## config.mk

```make
export PLATFORM = sky130hd
export DESIGN_NAME = scrb_smart_cmd
export DESIGN_NICKNAME = d
export VERILOG_FILES = /design/src/verilog/scrb_pkg.sv /design/src/verilog/scrb_attr_rom.sv /design/src/verilog/scrb_smart_cmd.sv
export SDC_FILE = /design/constraint.sdc
export NUM_CORES = 1
export LEC_CHECK = 0
export ABC_CLOCK_PERIOD_IN_PS = 9350
export BUFFER_PORTS_ARGS = -buffer_cell sky130_fd_sc_hd__buf_2
export CAP_MARGIN = 20
export CORE_MARGIN = 2
export CORE_UTILIZATION = 41
export CTS_CLUSTER_SIZE = 25
export DETAILED_ROUTE_END_ITERATION = 10
export GPL_ROUTABILITY_DRIVEN = 0
export SLEW_MARGIN = 20
export SYNTH_ARGS = -nofsm -noshare
export SYNTH_HDL_FRONTEND = slang
export SYNTH_SLANG_ARGS = --single-unit
```

## constraint.sdc

```tcl
create_clock -name sys_clk_i -period 9.35 [get_ports sys_clk_i]
set_input_delay 0.4675 -clock sys_clk_i [delete_from_list [all_inputs] [get_ports sys_clk_i]]
set_output_delay 0.4675 -clock sys_clk_i [all_outputs]
set_load 0.03 [all_outputs]
```

## src/verilog/scrb_pkg.sv

```systemverilog
package scrb_pkg;

    // task-file offsets
    localparam logic [2:0] OFS_DATA     = 3'h0;
    localparam logic [2:0] OFS_ERR_FEAT = 3'h1;
    localparam logic [2:0] OFS_COUNT    = 3'h2;
    localparam logic [2:0] OFS_LBA_LO   = 3'h3;
    localparam logic [2:0] OFS_LBA_MID  = 3'h4;
    localparam logic [2:0] OFS_LBA_HI   = 3'h5;
    localparam logic [2:0] OFS_DRIVE    = 3'h6;
    localparam logic [2:0] OFS_STAT_CMD = 3'h7;

    // command, signature and subcommand codes
    localparam logic [7:0] CMD_SMART    = 8'hb0;
    localparam logic [7:0] SIG_MID      = 8'h4f;
    localparam logic [7:0] SIG_HI       = 8'hc2;
    localparam logic [7:0] SIG_DRIVE    = 8'ha0;
    localparam logic [7:0] SIG_MID_BAD  = 8'hf4;
    localparam logic [7:0] SIG_HI_BAD   = 8'h2c;
    localparam logic [7:0] SUB_RD_ATTR  = 8'hd0;
    localparam logic [7:0] SUB_RD_THR   = 8'hd1;
    localparam logic [7:0] SUB_AUTOSAVE = 8'hd2;
    localparam logic [7:0] SUB_ENABLE   = 8'hd8;
    localparam logic [7:0] SUB_DISABLE  = 8'hd9;
    localparam logic [7:0] SUB_STATUS   = 8'hda;
    localparam logic [7:0] CNT_ONE      = 8'h01;
    localparam logic [7:0] CNT_AS_ON    = 8'hf1;
    localparam logic [7:0] CNT_AS_OFF   = 8'h00;

    // status and error bits
    localparam int         ST_BSY_BIT   = 7;
    localparam int         ST_DRDY_BIT  = 6;
    localparam int         ST_DSC_BIT   = 4;
    localparam int         ST_DRQ_BIT   = 3;
    localparam int         ST_ERR_BIT   = 0;
    localparam logic [7:0] ERR_ABORT    = 8'h04;

    // reset values
    localparam logic [7:0]  TF_RESET    = 8'h00;
    localparam logic [15:0] DATA_RESET  = 16'h0000;
    localparam logic        SMART_RESET = 1'b1;
    localparam logic        AUTOS_RESET = 1'b0;

    // one sector of 512 bytes is 256 words
    localparam logic [7:0] WORD_LAST    = 8'hff;
    localparam logic [8:0] TBL_BASE     = 9'h002;
    localparam logic [8:0] ENTRY_BYTES  = 9'h00c;
    localparam logic [4:0] ENTRY_NUM    = 5'h0b;
    localparam logic [7:0] TBL_REV      = 8'h10;
    localparam logic [7:0] ATTR_NORM    = 8'h64;

    // attribute table, entry 0 in the low byte
    localparam logic [87:0] ATTR_IDS  =
        88'hf1_e7_da_c2_c0_ad_aa_a8_0c_09_01;
    localparam logic [87:0] ATTR_FLAG =
        88'h12_13_0b_23_12_12_03_12_12_12_0b;
    localparam logic [87:0] ATTR_THR  =
        88'h00_00_32_00_00_00_0a_00_00_00_32;

    // addressable sectors per capacity, 32GB at index 0
    localparam logic [2:0]   CAP_LAST = 3'h6;
    localparam logic [223:0] CAP_512  = {
        32'd4000797360, 32'd2000409264, 32'd1000215216, 32'd500118192,
        32'd250069680, 32'd125045424, 32'd62533296};
    localparam logic [223:0] CAP_4K   = {
        32'd500099670, 32'd250051158, 32'd125026902, 32'd62514774,
        32'd31258710, 32'd15630678, 32'd7816662};

    typedef enum logic [1:0] {
        ST_IDLE = 2'b00,
        ST_EXEC = 2'b01,
        ST_XFER = 2'b11
    } scrb_state_type;

endpackage

```

## src/verilog/scrb_attr_rom.sv

```systemverilog
`timescale 1ns/100ps
module scrb_attr_rom
(
    // word select
    input  wire logic [7:0]  word_idx_i,
    input  wire logic        thresh_sel_i,
    // sector word
    output logic [15:0]      word_o
);
    import scrb_pkg::*;

    // one byte of the attribute or threshold sector
    function automatic logic [7:0] byte_at(input logic [8:0] b, input logic thr);
        logic [8:0] p;
        logic [5:0] e;
        logic [3:0] o;
        logic [7:0] r;
        p = b - TBL_BASE;
        e = 6'(p / ENTRY_BYTES);
        o = 4'(p % ENTRY_BYTES);
        r = 8'h00;
        if (b < TBL_BASE)
        begin
            r = (b == 9'h000) ? TBL_REV : 8'h00;
        end
        else if (e < 6'(ENTRY_NUM))
        begin
            // raw counters read as zero; no counters live here
            unique case (o)
                4'h0: r = ATTR_IDS[8*e +: 8];
                4'h1: r = thr ? ATTR_THR[8*e +: 8] : ATTR_FLAG[8*e +: 8];
                4'h3: r = thr ? 8'h00 : ATTR_NORM;
                4'h4: r = thr ? 8'h00 : ATTR_NORM;
                default: r = 8'h00;
            endcase
        end
        return r;
    endfunction

    // low byte is the even byte of the sector
    always_comb
    begin
        word_o = {byte_at({word_idx_i, 1'b1}, thresh_sel_i),
                  byte_at({word_idx_i, 1'b0}, thresh_sel_i)};
    end

endmodule

```

## src/verilog/scrb_smart_cmd.sv

```systemverilog
// Contract
// - 16-bit data word plus seven byte registers
// - 28-bit LBA across the task-file bytes
// - offset one: error read, feature write
// - offsets two to six read/write task file
// - offset seven: status read, command write
// - input is host-to-device, output device-to-host
// - feature 0xD0, count one: read attributes
// - feature 0xD1, count one: read thresholds
// - 0xD2 with count 0xF1 enables autosave
// - 0xD2 with count zero disables autosave
// - feature 0xD8 enables health monitoring
// - feature 0xD9 disables health monitoring
// - feature 0xDA reports overall health status
// - sectors are 512 bytes or 4 kilobytes
// - fixed addressable sector count per capacity
// - read attributes sends exactly one sector
`timescale 1ns/100ps
module scrb_smart_cmd
(
    // clock and reset
    input  wire logic                sys_clk_i,
    input  wire logic                resetn_i,
    // host task-file port
    input  wire logic [2:0]          host_addr_i,
    input  wire logic                host_wr_i,
    input  wire logic                host_rd_i,
    input  wire logic [15:0]         host_wdata_i,
    output logic [15:0]              host_rdata_o,
    output logic                     host_rvalid_o,
    // straps and health input, asynchronous
    input  wire logic                sector_4k_i,
    input  wire logic [2:0]          capacity_sel_i,
    input  wire logic                health_fail_i,
    // device state
    output logic                     busy_o,
    output logic                     smart_enabled_o,
    output logic                     autosave_en_o,
    output logic [27:0]              cur_lba_o,
    output logic [31:0]              max_lba_o
);
    import scrb_pkg::*;

    scrb_state_type state;
    scrb_state_type next_state;

    logic [15:0] data_word;
    logic [7:0]  feature;
    logic [7:0]  count;
    logic [7:0]  lba_lo;
    logic [7:0]  lba_mid;
    logic [7:0]  lba_hi;
    logic [7:0]  drive;
    logic [7:0]  command;
    logic [7:0]  error;
    logic [7:0]  status;
    logic        smart_en;
    logic        autosave;
    logic        thr_sel;
    logic [7:0]  word_idx;
    logic [7:0]  csum;
    logic [15:0] rom_word;
    logic [15:0] xfer_word;
    logic [7:0]  last_hi;
    logic        wr_cmd;
    logic        wr_tf;
    logic        rd_data;

    logic [4:0]  strap_s1;
    logic [4:0]  strap_s2;

    logic        sig_ok;
    logic        dec_abort;
    logic        dec_xfer;
    logic        dec_thr;
    logic        dec_en_set;
    logic        dec_en_clr;
    logic        dec_as_set;
    logic        dec_as_clr;
    logic        dec_report;

    // host strobes, all on sys_clk; the host is logic in this domain
    assign wr_cmd  = host_wr_i && host_addr_i == OFS_STAT_CMD && state != ST_EXEC;
    assign wr_tf   = host_wr_i && state != ST_EXEC;
    assign rd_data = host_rd_i && host_addr_i == OFS_DATA && state == ST_XFER;

    // straps and the health flag cross in through two flip-flops
    always_ff @(posedge sys_clk_i)
    begin
        if (!resetn_i)
        begin
            strap_s1 <= 5'h00;
            strap_s2 <= 5'h00;
        end
        else
        begin
            strap_s1 <= {health_fail_i, sector_4k_i, capacity_sel_i};
            strap_s2 <= strap_s1;
        end
    end

    // capacity report, reselected every cycle so a strap change follows
    always_ff @(posedge sys_clk_i)
    begin
        if (!resetn_i)
        begin
            max_lba_o <= 32'h0000_0000;
        end
        else if (strap_s2[2:0] > CAP_LAST)
        begin
            max_lba_o <= 32'h0000_0000;
        end
        else if (strap_s2[3])
        begin
            max_lba_o <= CAP_4K[32*strap_s2[2:0] +: 32];
        end
        else
        begin
            max_lba_o <= CAP_512[32*strap_s2[2:0] +: 32];
        end
    end

    // signature bytes the host must have loaded before the command
    assign sig_ok = lba_mid == SIG_MID && lba_hi == SIG_HI && drive == SIG_DRIVE;

    // subcommand decode, acted on only while executing
    always_comb
    begin
        dec_abort  = 1'b0;
        dec_xfer   = 1'b0;
        dec_thr    = 1'b0;
        dec_en_set = 1'b0;
        dec_en_clr = 1'b0;
        dec_as_set = 1'b0;
        dec_as_clr = 1'b0;
        dec_report = 1'b0;
        if (command != CMD_SMART || !sig_ok)
        begin
            dec_abort = 1'b1;
        end
        else if (feature == SUB_ENABLE)
        begin
            dec_en_set = 1'b1;
        end
        else if (!smart_en)
        begin
            // a disabled feature set refuses all but enable
            dec_abort = 1'b1;
        end
        else
        begin
            unique case (feature)
                SUB_RD_ATTR:
                begin
                    dec_xfer  = count == CNT_ONE;
                    dec_abort = count != CNT_ONE;
                end
                SUB_RD_THR:
                begin
                    dec_xfer  = count == CNT_ONE;
                    dec_thr   = 1'b1;
                    dec_abort = count != CNT_ONE;
                end
                SUB_AUTOSAVE:
                begin
                    dec_as_set = count == CNT_AS_ON;
                    dec_as_clr = count == CNT_AS_OFF;
                    dec_abort  = count != CNT_AS_ON && count != CNT_AS_OFF;
                end
                SUB_DISABLE:
                begin
                    dec_en_clr = 1'b1;
                end
                SUB_STATUS:
                begin
                    dec_report = 1'b1;
                end
                default:
                begin
                    dec_abort = 1'b1;
                end
            endcase
        end
    end

    // command sequencing
    always_comb
    begin
        next_state = state;
        unique case (state)
            ST_IDLE:
            begin
                if (wr_cmd)
                begin
                    next_state = ST_EXEC;
                end
            end
            ST_EXEC:
            begin
                next_state = dec_xfer ? ST_XFER : ST_IDLE;
            end
            ST_XFER:
            begin
                // a new command abandons the sector in flight
                if (wr_cmd)
                begin
                    next_state = ST_EXEC;
                end
                else if (rd_data && word_idx == WORD_LAST)
                begin
                    next_state = ST_IDLE;
                end
            end
            default:
            begin
                next_state = ST_IDLE;
            end
        endcase
    end

    always_ff @(posedge sys_clk_i)
    begin
        if (!resetn_i)
        begin
            state <= ST_IDLE;
        end
        else
        begin
            state <= next_state;
        end
    end

    // task-file bytes; the health report overwrites the mid and high signature bytes, not drive, only while health_fail_i is set
    always_ff @(posedge sys_clk_i)
    begin
        if (!resetn_i)
        begin
            data_word <= DATA_RESET;
            feature   <= TF_RESET;
            count     <= TF_RESET;
            lba_lo    <= TF_RESET;
            lba_mid   <= TF_RESET;
            lba_hi    <= TF_RESET;
            drive     <= TF_RESET;
            command   <= TF_RESET;
        end
        else if (state == ST_EXEC)
        begin
            if (dec_report && strap_s2[4])
            begin
                lba_mid <= SIG_MID_BAD;
                lba_hi  <= SIG_HI_BAD;
            end
        end
        else if (wr_tf)
        begin
            unique case (host_addr_i)
                OFS_DATA:     data_word <= host_wdata_i;
                OFS_ERR_FEAT: feature   <= host_wdata_i[7:0];
                OFS_COUNT:    count     <= host_wdata_i[7:0];
                OFS_LBA_LO:   lba_lo    <= host_wdata_i[7:0];
                OFS_LBA_MID:  lba_mid   <= host_wdata_i[7:0];
                OFS_LBA_HI:   lba_hi    <= host_wdata_i[7:0];
                OFS_DRIVE:    drive     <= host_wdata_i[7:0];
                OFS_STAT_CMD: command   <= host_wdata_i[7:0];
            endcase
        end
    end

    // error byte; a new command clears it, an abort sets it
    always_ff @(posedge sys_clk_i)
    begin
        if (!resetn_i)
        begin
            error <= TF_RESET;
        end
        else if (state == ST_EXEC && dec_abort)
        begin
            error <= ERR_ABORT;
        end
        else if (wr_cmd)
        begin
            error <= TF_RESET;
        end
    end

    // feature-set enables survive until changed by a subcommand
    always_ff @(posedge sys_clk_i)
    begin
        if (!resetn_i)
        begin
            smart_en <= SMART_RESET;
            autosave <= AUTOS_RESET;
        end
        else if (state == ST_EXEC)
        begin
            if (dec_en_set)
            begin
                smart_en <= 1'b1;
            end
            else if (dec_en_clr)
            begin
                smart_en <= 1'b0;
            end
            if (dec_as_set)
            begin
                autosave <= 1'b1;
            end
            else if (dec_as_clr)
            begin
                autosave <= 1'b0;
            end
        end
    end

    // sector stream position and running byte sum for the checksum
    always_ff @(posedge sys_clk_i)
    begin
        if (!resetn_i)
        begin
            word_idx <= 8'h00;
            csum     <= 8'h00;
            thr_sel  <= 1'b0;
        end
        else if (state == ST_EXEC)
        begin
            word_idx <= 8'h00;
            csum     <= 8'h00;
            thr_sel  <= dec_thr;
        end
        else if (rd_data)
        begin
            word_idx <= word_idx + 8'h01;
            csum     <= csum + rom_word[7:0] + rom_word[15:8];
        end
    end

    scrb_attr_rom u_rom
    (
        .word_idx_i   (word_idx),
        .thresh_sel_i (thr_sel),
        .word_o       (rom_word)
    );

    // final byte makes the whole sector sum to zero
    assign last_hi   = 8'h00 - (csum + rom_word[7:0]);
    assign xfer_word = (word_idx == WORD_LAST) ? {last_hi, rom_word[7:0]} : rom_word;

    // status byte is built from live state, never stale
    always_comb
    begin
        status              = 8'h00;
        status[ST_BSY_BIT]  = state == ST_EXEC;
        status[ST_DRDY_BIT] = state != ST_EXEC;
        status[ST_DSC_BIT]  = state != ST_EXEC;
        status[ST_DRQ_BIT]  = state == ST_XFER;
        status[ST_ERR_BIT]  = state != ST_EXEC && error != TF_RESET;
    end

    // read data is registered: one cycle after the strobe
    always_ff @(posedge sys_clk_i)
    begin
        if (!resetn_i)
        begin
            host_rdata_o  <= 16'h0000;
            host_rvalid_o <= 1'b0;
        end
        else
        begin
            host_rvalid_o <= host_rd_i;
            if (host_rd_i)
            begin
                unique case (host_addr_i)
                    OFS_DATA:     host_rdata_o <= rd_data ? xfer_word : data_word;
                    OFS_ERR_FEAT: host_rdata_o <= {8'h00, error};
                    OFS_COUNT:    host_rdata_o <= {8'h00, count};
                    OFS_LBA_LO:   host_rdata_o <= {8'h00, lba_lo};
                    OFS_LBA_MID:  host_rdata_o <= {8'h00, lba_mid};
                    OFS_LBA_HI:   host_rdata_o <= {8'h00, lba_hi};
                    OFS_DRIVE:    host_rdata_o <= {8'h00, drive};
                    OFS_STAT_CMD: host_rdata_o <= {8'h00, status};
                endcase
            end
        end
    end

    // outputs of device state
    assign busy_o          = state == ST_EXEC;
    assign smart_enabled_o = smart_en;
    assign autosave_en_o   = autosave;
    assign cur_lba_o       = {drive[3:0], lba_hi, lba_mid, lba_lo};

endmodule

```

==> results of run 1 <==
power by group:
part           switching [mW]  total, mW  internal [mW]
Combinational          0.0951      0.133         0.0375
Clock                   0.296      0.642          0.346
Sequential             0.0123      0.666          0.654
per-layer routing:
| layer | GRT usage | share of wire |
|---|---|---|
| met1 | 0.329 | 0.45 |
| met2 | 0.375 | 0.46 |
| met3 | 0.0425 | 0.061 |
| met4 | 0.0855 | 0.025 |
| met5 | 0 | 0 |
cell families after synthesis:
kind of cell,after synthesis,synth area share
and+or+nand+nor,447,0.243
AOI/OAI and AO/OA,314,0.231
DFF,149,0.336
buffers and inverters,123,0.0596
muxes,48,0.0560
xor gates and xnor gates,30,0.0320
adders and majority gates,29,0.0422
other,1,0.000422
worst max-delay path: stages (launching register included):
cell	delay [ns]
sky130_fd_sc_hd__dfxtp_1	0.48
sky130_fd_sc_hd__inv_1	0.29
sky130_fd_sc_hd__ha_1	0.50
sky130_fd_sc_hd__nor3b_2	0.58
sky130_fd_sc_hd__o211ai_1	0.25
sky130_fd_sc_hd__a21oi_1	0.79
sky130_fd_sc_hd__nor3_1	0.23
sky130_fd_sc_hd__a211oi_2	0.52
sky130_fd_sc_hd__mux2i_1	0.22
sky130_fd_sc_hd__or4b_1	0.50
sky130_fd_sc_hd__o21ai_0	0.09
sky130_fd_sc_hd__a21oi_1	0.13
sky130_fd_sc_hd__nor3_1	0.18
sky130_fd_sc_hd__ha_1	0.30
sky130_fd_sc_hd__xor2_1	0.34
sky130_fd_sc_hd__inv_1	0.09
sky130_fd_sc_hd__ha_1	0.33
sky130_fd_sc_hd__nor2b_1	0.15
sky130_fd_sc_hd__o21ai_0	0.16
sky130_fd_sc_hd__nand2b_1	0.11
sky130_fd_sc_hd__a21oi_1	0.24
sky130_fd_sc_hd__nor2_1	0.08
sky130_fd_sc_hd__and2_1	0.16
sky130_fd_sc_hd__mux2_2	0.26
sky130_fd_sc_hd__nor4_2	0.21
sky130_fd_sc_hd__nand4_1	0.13
sky130_fd_sc_hd__o211ai_1	0.10
synthesized netlist by cell type, types with 11 or more instances:
| master | instances | area [um2] |
|---|---|---|
| sky130_fd_sc_hd__dfxtp_1 | 149 | 2980 |
| sky130_fd_sc_hd__nand2_1 | 140 | 526 |
| sky130_fd_sc_hd__nor2_1 | 124 | 465 |
| sky130_fd_sc_hd__a21oi_1 | 114 | 571 |
| sky130_fd_sc_hd__clkbuf_1 | 62 | 233 |
| sky130_fd_sc_hd__o21ai_0 | 55 | 275 |
| sky130_fd_sc_hd__mux2i_1 | 43 | 430 |
| sky130_fd_sc_hd__nand3_1 | 40 | 200 |
| sky130_fd_sc_hd__inv_1 | 33 | 124 |
| sky130_fd_sc_hd__nor3_1 | 27 | 135 |
| sky130_fd_sc_hd__ha_1 | 26 | 325 |
| sky130_fd_sc_hd__and2_1 | 19 | 119 |
| sky130_fd_sc_hd__xnor2_1 | 15 | 131 |
| sky130_fd_sc_hd__nand2b_1 | 13 | 81.3 |
| sky130_fd_sc_hd__xor2_1 | 13 | 114 |
| sky130_fd_sc_hd__a21o_1 | 12 | 90.1 |
| sky130_fd_sc_hd__nor2b_1 | 12 | 75.1 |
| sky130_fd_sc_hd__a31oi_1 | 11 | 68.8 |
| sky130_fd_sc_hd__o22ai_1 | 11 | 68.8 |
how the worst max path moves through the flow:
stage | endpoint | slack (ns) | cells past startpoint
after floorplan | csum[6] | 3.43 | 28
after global placement | csum[6] | 2.22 | 26
after detailed placement | csum[6] | 2.04 | 26
after CTS | csum[6] | 2.00 | 26
after global routing | csum[6] | 1.22 | 26
final | csum[6] | 1.85 | 26
state kept, by name, indices dropped and copies added (netlist names), 2 cells and up:
name          flops
drive             8
lba_lo            8
lba_mid           8
strap_s1          5
max_lba_o        28
data_word        16
strap_s2          5
word_idx          8
lba_hi            8
command           8
host_rdata_o     16
count             8
feature           8
state             2
csum              8
final cells by class:
class | count | share of cell area
timing repair buffer | 113 | 0.0586
tap | 275 | 0.0344
clock inverter | 15 | 0.0118
clock buffer | 17 | 0.0426
inverter | 37 | 0.0139
multi-input combinational | 870 | 0.540
sequential | 149 | 0.298
==> qor_table.md, run 1 <==
| Stage | Metric | Value |
|:---|:---|:---|
| outcome | Outcome | finished, final reports clean |
| route | WL final | 27300 um |
| logic synthesis | Yosys warnings | 0 |
| setup path | Capturing point of the worst reg2reg path | csum[6] |
| sta | Endpoints failing setup | 0 |
| setup path | Worst setup path category | reg -> reg |
| route | DRC violations left | 0 |
| place | Cell count after placement | 1444 |
| sta | Worst hold slack across all endpoints | 0.248 ns |
| clock network | CTS Root Buffer Type | sky130_fd_sc_hd__clkbuf_16 |
| die | Height of the die | 151 um |
| setup path | Reg2reg setup slack | 1.85 ns |
| finish | Most common library cell in the layout ignoring fill and taps | sky130_fd_sc_hd__dfxtp_1 |
| die | Number of rows created at floorplan | 53 |
| sta | Maximum clock skew at final layout | 0.0173 ns |
| die | Floorplan die width | 151 um |
| clock network | Num CTS Buffers | 17 |
| route | Average wire per standard cell | 18.5 um |
| finish | Area Growth Syn to Fin | 12.5% |
| global routing | Total congestion overflow | 0 |
| setup path | Sort of element at the start of the critical path | flip-flop |
| setup path | Crit path DAT | 7.85 ns |
| setup path | Cell count of the worst reg-to-reg path | 26 |
| die | Die Outline Area | 22900 um2 |
| sta | Unrepaired setup endpoints after global routing | false |
| route | Final ANT Viol Nets | 0 |
| logic synthesis | Mean instance size in the synthesized netlist | 7.79 um2 |
| power | Pwr Density | 144 nW/um2 |
| sta | Final critical delay including setup and external delays | 7.50 ns |
| sta | Least-Margin Pin Slew | 1.05 ns |
| power | Max VDD drop | 0.156 mV |
| finish | Commonest cells after routing, fill and taps aside | 149 x sky130_fd_sc_hd__dfxtp_1, 140 x sky130_fd_sc_hd__nand2_1, 123 x sky130_fd_sc_hd__nor2_1, 114 x sky130_fd_sc_hd__a21oi_1, 105 x sky130_fd_sc_hd__buf_2 |
| logic synthesis | Synth Instances | 1141 |
| finish | Antenna diode instance count | 0 |
| clock network | Number of setup buffers added after CTS | 0 |
| sta | Period utilisation layout | 0.802 |
| logic synthesis | Cell variety after synth | 91 |
| logic synthesis | Share of the yosys chip area belonging to registers | 0.336 |
| finish | Sequential cell area in the final layout | 2980 um2 |
| finish | Multi-input gate area in the final layout | 5400 um2 |
| finish | Post-Route Utilization | 0.472 |
| logic synthesis | Synthesized flop and latch total | 149 |
| setup path | Req. time, crit path | 9.70 ns |
| min path | Hold Startpoint | sector_4k_i |
| min path | Worst hold-check path type | in -> reg |
| clock network | Clock slew seen by the registers of the worst setup and hold paths | 0.07 ns |
| min path | Worst hold path endpoint | strap_s1[3] |
| route | Total via count after detailed routing | 8602 |
| clock network | H-tree depth | 4 |
| route | Number of vias per cell | 5.83 |
| finish | Final instance area | 9990 um2 |
| place | Detail Placement HPWL | 19500 um |
| global routing | Number of global-route vias before repair | 7913 |
| global routing | Maximum number of pins on one net before global-route repair | 81 |
| clock network | Hold buffer count at CTS | 0 |
| global routing | Global-route wire length before repair | 43000 um |
| setup path | R2r startpoint | word_idx[0] |
| place | Number of buffers added on ports | 105 |
| global routing | Initial antenna violation count | 0 |
| clock network | Bufs on Longest Clock Path | 2 |
| clock network | Clock tree from TritonCTS | built |
| logic synthesis | Post-synth ARST share | 0 |
| route | First-iteration detailed-routing DRC count | 853 |
| job | Count of max-cap constraint violations | 0 |
| setup path | Largest fanout of any net on the critical path | 15 |
| clock network | Total of cells resized after clock tree synthesis | 0 |
| sta | Maximum operating frequency | 0.133 GHz |
| route | First-pass DRT Iterations | 5 |
| min path | Min-Delay Path Depth | 2 |
| sta | Worst setup margin | 1.85 ns |
| clock network | Clock insertion delay at the later pin of the skew report | 0.43 ns |
| logic synthesis | Mapped Area | 8880 um2 |
| place | Placement-stage cell area | 9440 um2 |
| sta | Setup_tns | 0 ns |
| sta | Rel. slew slack | 0.293 |
| sta | Final hold viol count | 0 |
| finish | NumNets Final | 1244 |
| global routing | Total routing resource utilization after global routing | 0.239 |
| logic synthesis | Count of flip-flops with a built-in enable after synthesis | 0 |
| die | Initial Util | 0.420 |
| setup path | CP startpoint | word_idx[0] |
| setup path | Category of the worst setup path capture point | flip-flop |
| die | Core Footprint | 21200 um2 |
| power | Pwr Total | 1.44 mW |
| power | LEAKAGE | 4.06 nW |
| finish | Fillers | 2140 |
| sta | Number of pins with negative max-slew slack in the final report | 0 |
| die | Top-level I/O count | 108 |
| clock network | TritonCTS sink count | 149 |
| finish | Layout cell share with drive strength beyond 1 | 0.156 |
| place | Placement-stage worst setup slack | 2.04 ns |
| finish | Filler-free cell count of the finished design | 1476 |
| logic synthesis | Prevailing post-synth register cell | sky130_fd_sc_hd__dfxtp_1 |
No activity file was read; power rests on OpenSTA's default activity.
==> run 2: changes to the inputs <==
Settings changed: ABC_CLOCK_PERIOD_IN_PS 9350 to 6200.
Clock period 9.35 ns to 6.2 ns, I/O delays scaled along.
==> run 2 against run 1 <==
Net effect:
- power rose by 56%
- routed wire length is 0.32% higher
- maximum frequency is 29% higher
- first-iteration DRC count is 14% lower
- clock skew up 0.0014 ns
- sequential share of layout area is 1.2 points lower
- utilization is 2.1 points higher
- hold slack lost 0.15 ns
- sequential cell count unchanged
- clock power grew 62%
- largest power group is now the clock network
- highest routed layer unchanged
==> qor_table.md, run 2 (synthesized netlist as in run 1, its figures left out) <==
| Stage | Metric | Value | Change |
|:---|:---|:---|:---|
| global routing | Initial antenna violation count | 0 | unchanged |
| clock network | TritonCTS sink count | 149 | unchanged |
| finish | Fillers | 2099 | was 2140 |
| sta | Endpoints failing setup | 0 | unchanged |
| finish | Multi-input gate area in the final layout | 5450 um2 | was 5400 um2 |
| finish | NumNets Final | 1288 | was 1244 |
| place | Placement-stage worst setup slack | 0.254 ns | was 2.04 ns |
| global routing | Total routing resource utilization after global routing | 0.239 | about the same |
| outcome | Outcome | finished, final reports clean | unchanged |
| sta | Unrepaired setup endpoints after global routing | false | unchanged |
| sta | Maximum operating frequency | 0.172 GHz | was 0.133 GHz |
| setup path | Delay of the slowest cell on the worst path | 0.63 ns | was 0.79 ns |
| route | Final ANT Viol Nets | 0 | unchanged |
| route | First-pass DRT Iterations | 5 | unchanged |
| finish | Largest Register | max_lba_o | unchanged |
| die | Core Footprint | 21200 um2 | unchanged |
| route | Average wire per standard cell | 18.0 um | was 18.5 um |
| sta | Period utilisation layout | 0.935 | was 0.802 |
| die | Number of rows created at floorplan | 53 | unchanged |
| setup path | Crit path DAT | 6.12 ns | was 7.85 ns |
| clock network | Num CTS Buffers | 17 | unchanged |
| die | Height of the die | 151 um | unchanged |
| die | Floorplan die width | 151 um | unchanged |
| setup path | Cell at the slowest stage of the critical path | sky130_fd_sc_hd__or4_4 | was sky130_fd_sc_hd__a21oi_1 |
| global routing | Number of global-route vias before repair | 7926 | was 7913 |
| place | Number of buffers added on ports | 105 | unchanged |
| power | Max VDD drop | 0.183 mV | was 0.156 mV |
| finish | Layout cell share with drive strength beyond 1 | 0.192 | was 0.156 |
| setup path | Worst setup path category | reg -> reg | unchanged |
| finish | Area Growth Syn to Fin | 17.4% | was 12.5% |
| setup path | Sort of element at the start of the critical path | flip-flop | unchanged |
| sta | Final hold viol count | 0 | unchanged |
| die | Initial Util | 0.420 | unchanged |
| finish | Most common library cell in the layout ignoring fill and taps | sky130_fd_sc_hd__dfxtp_1 | unchanged |
| sta | Least-Margin Pin Slew | 0.948 ns | was 1.05 ns |
| route | WL final | 27400 um | was 27300 um |
| clock network | Clock slew seen by the registers of the worst setup and hold paths | 0.07 ns | about the same |
| sta | Number of pins with negative max-slew slack in the final report | 0 | unchanged |
| global routing | Total congestion overflow | 0 | unchanged |
| clock network | Bufs on Longest Clock Path | 2 | unchanged |
| route | Number of vias per cell | 5.70 | was 5.83 |
| global routing | Global-route wire length before repair | 42800 um | was 43000 um |
| min path | Worst hold-check path type | in -> reg | unchanged |
| finish | Sequential cell area in the final layout | 2980 um2 | unchanged |
| power | LEAKAGE | 4.31 nW | was 4.06 nW |
| finish | Number of flip-flops under the largest register name | 28 | unchanged |
| setup path | Category of the worst setup path capture point | flip-flop | unchanged |
| sta | Worst setup margin | 0.401 ns | was 1.85 ns |
| sta | Final critical delay including setup and external delays | 5.80 ns | was 7.50 ns |
| power | Pwr Density | 216 nW/um2 | was 144 nW/um2 |
| clock network | Clock tree from TritonCTS | built | unchanged |
| clock network | Clock insertion delay at the later pin of the skew report | 0.43 ns | about the same |
| finish | Largest registers | max_lba_o (28), data_word (16), host_rdata_o (16) | unchanged |
| route | Total via count after detailed routing | 8666 | was 8602 |
| sta | Setup_tns | 0 ns | unchanged |
| sta | Maximum clock skew at final layout | 0.0187 ns | was 0.0173 ns |
| route | First-iteration detailed-routing DRC count | 735 | was 853 |
| clock network | CTS Root Buffer Type | sky130_fd_sc_hd__clkbuf_16 | unchanged |
| sta | Rel. slew slack | 0.360 | was 0.293 |
| finish | Commonest cells after routing, fill and taps aside | 149 x sky130_fd_sc_hd__dfxtp_1, 140 x sky130_fd_sc_hd__nand2_1, 124 x sky130_fd_sc_hd__nor2_1, 112 x sky130_fd_sc_hd__a21oi_1, 105 x sky130_fd_sc_hd__buf_2 | was 149 x sky130_fd_sc_hd__dfxtp_1, 140 x sky130_fd_sc_hd__nand2_1, 123 x sky130_fd_sc_hd__nor2_1, 114 x sky130_fd_sc_hd__a21oi_1, 105 x sky130_fd_sc_hd__buf_2 |
| die | Top-level I/O count | 108 | unchanged |
| finish | Antenna diode instance count | 0 | unchanged |
| route | DRC violations left | 0 | unchanged |
| global routing | Maximum number of pins on one net before global-route repair | 81 | unchanged |
| die | Die Outline Area | 22900 um2 | unchanged |
| setup path | Largest fanout of any net on the critical path | 14 | was 15 |
| clock network | H-tree depth | 4 | unchanged |
| clock network | Hold buffer count at CTS | 0 | unchanged |
| setup path | Req. time, crit path | 6.52 ns | was 9.70 ns |
| place | Detail Placement HPWL | 19800 um | was 19500 um |
| job | Count of max-cap constraint violations | 0 | unchanged |
run 2: timing repair:
item / in CTS / in global routing
resized for setup: 0 / 11
setup buffers: 0 / 2
setup endpoints to repair: 0 / 2
run 2: through the flow:
step | utilization | total power, mW | cells | cell area (um2) | hold WS [ns]
floorplan | - | 1.16 | 1142 | 8890 | 0.412
detailed placement | 0.461 | 1.23 | 1486 | 9750 | 0.424
finish | 0.493 | 2.25 | 1520 | 10400 | 0.0967
global placement | 0.461 | 1.22 | 1486 | 9750 | 0.416
CTS | 0.489 | 2.27 | 1518 | 10300 | 0.0800
global route | 0.493 | 2.33 | 1520 | 10400 | 0.0841
run 2: path summary, 6_finish.rpt:
path,slack [ns],endpoint,startpoint,depth (start not counted)
worst max register to register,0.40,csum[7],word_idx[0],25
worst min register to register,0.44,strap_s2[0],strap_s1[0],1
worst max-delay path,0.40,csum[7],word_idx[0],25
worst min-delay path,0.1,strap_s1[4],health_fail_i,2
run 2: final cells by class:
cell class,count,area share
clock inverter,14,0.0149
inverter,37,0.0133
clock buffer,18,0.0421
timing repair buffer,157,0.0878
multi-input combinational,870,0.523
tap,275,0.0330
sequential,149,0.286
run 2: report_power, final:
group          leakage (nW)  internal (mW)  total, mW  switching, mW
Clock                 0.283          0.582       1.04          0.461
Sequential             1.21          0.986       1.00         0.0184
Combinational          2.82         0.0581      0.201          0.143
run 2: critical path, delay by kind of cell, from the launching register on:
| kind | cells | cell delay (ns) |
|---|---|---|
| XOR/XNOR | 1 | 0.40 |
| AO/OA/AOI/OAI | 11 | 2.06 |
| adder cells (fa/ha/maj) | 3 | 1.07 |
| flip-flops | 1 | 0.31 |
| AND/OR/NAND/NOR | 7 | 1.55 |
| buffers and inverters | 3 | 0.30 |
run 2: routing by layer:
| metal | wire, um | track usage | part of all wire | up-vias |
|---|---|---|---|---|
| met5 | 0 | 0 | 0 | - |
| met4 | 596 | 0.0855 | 0.022 | 0 |
| met3 | 1800 | 0.0470 | 0.066 | 41 |
| met2 | 12600 | 0.376 | 0.46 | 351 |
| met1 | 12400 | 0.326 | 0.45 | 4008 |
| li1 | - | - | - | 4266 |
==> run 3: changes to the inputs <==
Settings changed: CELL_PAD_IN_SITES_DETAIL_PLACEMENT set to 0, CELL_PAD_IN_SITES_GLOBAL_PLACEMENT set to 1, CORE_UTILIZATION 41 to 39, CTS_CLUSTER_DIAMETER set to 80, PLACE_DENSITY_LB_ADDON set to 0.1.
==> run 3 against run 2 <==
Net effect:
- worst setup slack better by 0.0043 ns
- largest power group is now registers
- clock-buffer cell count unchanged
- clock power down 5%
- power down 2.4%
- sequential cell count unchanged
- critical path type unchanged
- non-clock buffer count up 3
- register-to-register slack about the same
- combinational power about the same
- sequential share of layout area about the same
- first-iteration DRC count down 10%
- global-route usage up 0.21 points
==> qor_table.md, run 3 (synthesized netlist as in run 1, its figures left out) <==
| Stage | Metric | Value | Change |
|:---|:---|:---|:---|
| route | DRC violations left | 0 | unchanged |
| setup path | Largest fanout of any net on the critical path | 9 | was 14 |
| sta | Maximum clock skew at final layout | 0.0191 ns | was 0.0187 ns |
| global routing | Initial antenna violation count | 0 | unchanged |
| setup path | Req. time, crit path | 6.55 ns | was 6.52 ns |
| sta | Endpoints failing setup | 0 | unchanged |
| finish | Final instance area | 10500 um2 | was 10400 um2 |
| setup path | Most common cell on crit path | sky130_fd_sc_hd__inv_1 |  |
| sta | Maximum operating frequency | 0.173 GHz | was 0.172 GHz |
| clock network | Hold buffer count at CTS | 0 | unchanged |
| sta | Number of pins with negative max-slew slack in the final report | 0 | unchanged |
| setup path | Worst setup path category | reg -> reg | unchanged |
| power | Pwr Density | 210 nW/um2 | was 216 nW/um2 |
| sta | Rel. slew slack | 0.401 | was 0.360 |
| route | Final ANT Viol Nets | 0 | unchanged |
| clock network | Clock tree from TritonCTS | built | unchanged |
| route | WL final | 28800 um | was 27400 um |
| power | Combinational Power Share | 0.090 | was 0.089 |
| setup path | Crit path DAT | 6.14 ns | was 6.12 ns |
| sta | Final hold viol count | 0 | unchanged |
| finish | Post-Route Utilization | 0.464 | was 0.493 |
| global routing | Number of global-route vias before repair | 8263 | was 7926 |
| power | Net switching fraction of the power | 0.285 | was 0.277 |
| route | Average wire per standard cell | 18.8 um | was 18.0 um |
| die | Height of the die | 155 um | was 151 um |
| min path | Worst hold-check path type | in -> reg | unchanged |
| die | Top-level I/O count | 108 | unchanged |
| die | Floorplan die width | 155 um | was 151 um |
| die | Initial Util | 0.395 | was 0.420 |
| finish | Layout cell share with drive strength beyond 1 | 0.200 | was 0.192 |
| sta | Worst setup margin | 0.405 ns | was 0.401 ns |
| clock network | CTS Root Buffer Type | sky130_fd_sc_hd__clkbuf_16 | unchanged |
| finish | Largest registers | max_lba_o (28), data_word (16), host_rdata_o (16) | unchanged |
| clock network | Clock insertion delay at the later pin of the skew report | 0.43 ns | about the same |
| finish | Most common library cell in the layout ignoring fill and taps | sky130_fd_sc_hd__dfxtp_1 | unchanged |
| power | LEAKAGE | 4.33 nW | was 4.31 nW |
| job | Count of max-cap constraint violations | 0 | unchanged |
| die | Number of rows created at floorplan | 55 | was 53 |
| clock network | TritonCTS sink count | 149 | unchanged |
| clock network | Bufs on Longest Clock Path | 2 | unchanged |
| place | Placement-stage cell area | 9750 um2 | unchanged |
| clock network | H-tree depth | 4 | unchanged |
| finish | NumNets Final | 1291 | was 1288 |
| finish | Number of flip-flops under the largest register name | 28 | unchanged |
| route | Number of vias per cell | 5.65 | was 5.70 |
| global routing | Maximum number of pins on one net before global-route repair | 81 | unchanged |
| finish | Fillers | 2313 | was 2099 |
| global routing | Total congestion overflow | 0 | unchanged |
| route | First-pass DRT Iterations | 5 | unchanged |
| setup path | Sort of element at the start of the critical path | flip-flop | unchanged |
| sta | Final critical delay including setup and external delays | 5.80 ns | about the same |
| power | Share of total power in the clock network | 0.451 | was 0.464 |
| finish | Largest Register | max_lba_o | unchanged |
| route | Total via count after detailed routing | 8661 | was 8666 |
| place | Number of buffers added on ports | 105 | unchanged |
| sta | Period utilisation layout | 0.935 | about the same |
| route | First-iteration detailed-routing DRC count | 659 | was 735 |
| place | Detail Placement HPWL | 20800 um | was 19800 um |
| finish | Area Growth Syn to Fin | 17.6% | was 17.4% |
| power | Net switching power figure | 0.626 mW | was 0.623 mW |
| global routing | Total routing resource utilization after global routing | 0.242 | was 0.239 |
| sta | Least-Margin Pin Slew | 0.898 ns | was 0.948 ns |
| global routing | Global-route wire length before repair | 46200 um | was 42800 um |
| setup path | Category of the worst setup path capture point | flip-flop | unchanged |
| clock network | Num CTS Buffers | 17 | unchanged |
| outcome | Outcome | finished, final reports clean | unchanged |
| die | Core Footprint | 22500 um2 | was 21200 um2 |
| setup path | Delay of the slowest cell on the worst path | 0.47 ns | was 0.63 ns |
| setup path | Cell at the slowest stage of the critical path | sky130_fd_sc_hd__or4_1 | was sky130_fd_sc_hd__or4_4 |
| die | Die Outline Area | 24000 um2 | was 22900 um2 |
| place | Placement-stage worst setup slack | 0.239 ns | was 0.254 ns |
| power | Reg power frac | 0.458 | was 0.447 |
| power | Internal Dissipation | 1.57 mW | was 1.63 mW |
| finish | Commonest cells after routing, fill and taps aside | 145 x sky130_fd_sc_hd__dfxtp_1, 140 x sky130_fd_sc_hd__nand2_1, 123 x sky130_fd_sc_hd__nor2_1, 111 x sky130_fd_sc_hd__a21oi_1, 105 x sky130_fd_sc_hd__buf_2 | was 149 x sky130_fd_sc_hd__dfxtp_1, 140 x sky130_fd_sc_hd__nand2_1, 124 x sky130_fd_sc_hd__nor2_1, 112 x sky130_fd_sc_hd__a21oi_1, 105 x sky130_fd_sc_hd__buf_2 |
| power | Pwr Total | 2.19 mW | was 2.25 mW |
| clock network | Clock slew seen by the registers of the worst setup and hold paths | 0.07 ns | about the same |
| finish | Antenna diode instance count | 0 | unchanged |
| power | Max VDD drop | 0.189 mV | was 0.183 mV |
run 3: cell count changes in the layout (fill, tap and decap cells not counted), moves of 2 or more:
cell,change
sky130_fd_sc_hd__dfxtp_1,-4
sky130_fd_sc_hd__dfxtp_2,+4
sky130_fd_sc_hd__clkinv_2,+3
sky130_fd_sc_hd__a21oi_2,+2
sky130_fd_sc_hd__buf_4,+2
sky130_fd_sc_hd__inv_6,+2
sky130_fd_sc_hd__inv_8,-2
sky130_fd_sc_hd__nor3_1,-2
run 3: layout make-up:
class | instances | area [um2] | area share
Clock buffer | 18 | 429 | 0.0411
Multi-Input combinational cell | 870 | 5480 | 0.524
Clock inverter | 14 | 119 | 0.0114
Sequential cell | 149 | 2990 | 0.286
Timing Repair Buffer | 160 | 942 | 0.0901
Tap cell | 285 | 357 | 0.0341
Inverter | 37 | 139 | 0.0133
run 3: per-stage QoR:
stage	setup TNS, ns	hold slack, ns	instances
after CTS	0	0.0842	1527
after detailed placement	0	0.419	1495
after global routing	-0.0297	0.0831	1533
final	0	0.0991	1533
after global placement	0	0.415	1495
after floorplan	0	0.412	1142
run 3: worst paths after layout:
path,startpoint,endpoint,slack [ns],cells after the start
max,word_idx[1],csum[6],0.40,27
min,health_fail_i,strap_s1[4],0.1,2
max reg2reg,word_idx[1],csum[6],0.40,27
min reg2reg,strap_s1[0],strap_s2[0],0.43,1
run 3: worst max-delay path, delay by kind of cell (launching register included):
family	cells	cell delay (ns)
adder cells (fa/ha/maj)	3	0.97
flip-flops	1	0.38
buffers and inverters	4	0.41
AO/OA/AOI/OAI	8	1.47
multiplexers	1	0.28
XOR/XNOR	1	0.18
AND/OR/NAND/NOR	10	2.05
run 3: repair_timing:
action	in CTS	in global routing
gates resized for setup	0	22
setup endpoints to repair	0	2
buffers inserted	0	6
run 3: power by group through the flow:
stage	clock [mW]	combinational [mW]	sequential [mW]
2_1_floorplan	0	0.101	1.06
3_3_place_gp	0	0.198	1.03
3_5_place_dp	0	0.198	1.03
4_1_cts	1.01	0.198	1.01
5_1_grt	1.06	0.215	1.01
6_report	0.991	0.198	1.01
run 3: per-layer routing:
| layer | GRT usage | vias up | routed length (um) |
|---|---|---|---|
| li1 | - | 4262 | - |
| met1 | 0.340 | 4147 | 13900 |
| met2 | 0.389 | 227 | 13300 |
| met3 | 0.0384 | 25 | 1260 |
| met4 | 0.0569 | 0 | 325 |
| met5 | 0 | - | 0 |
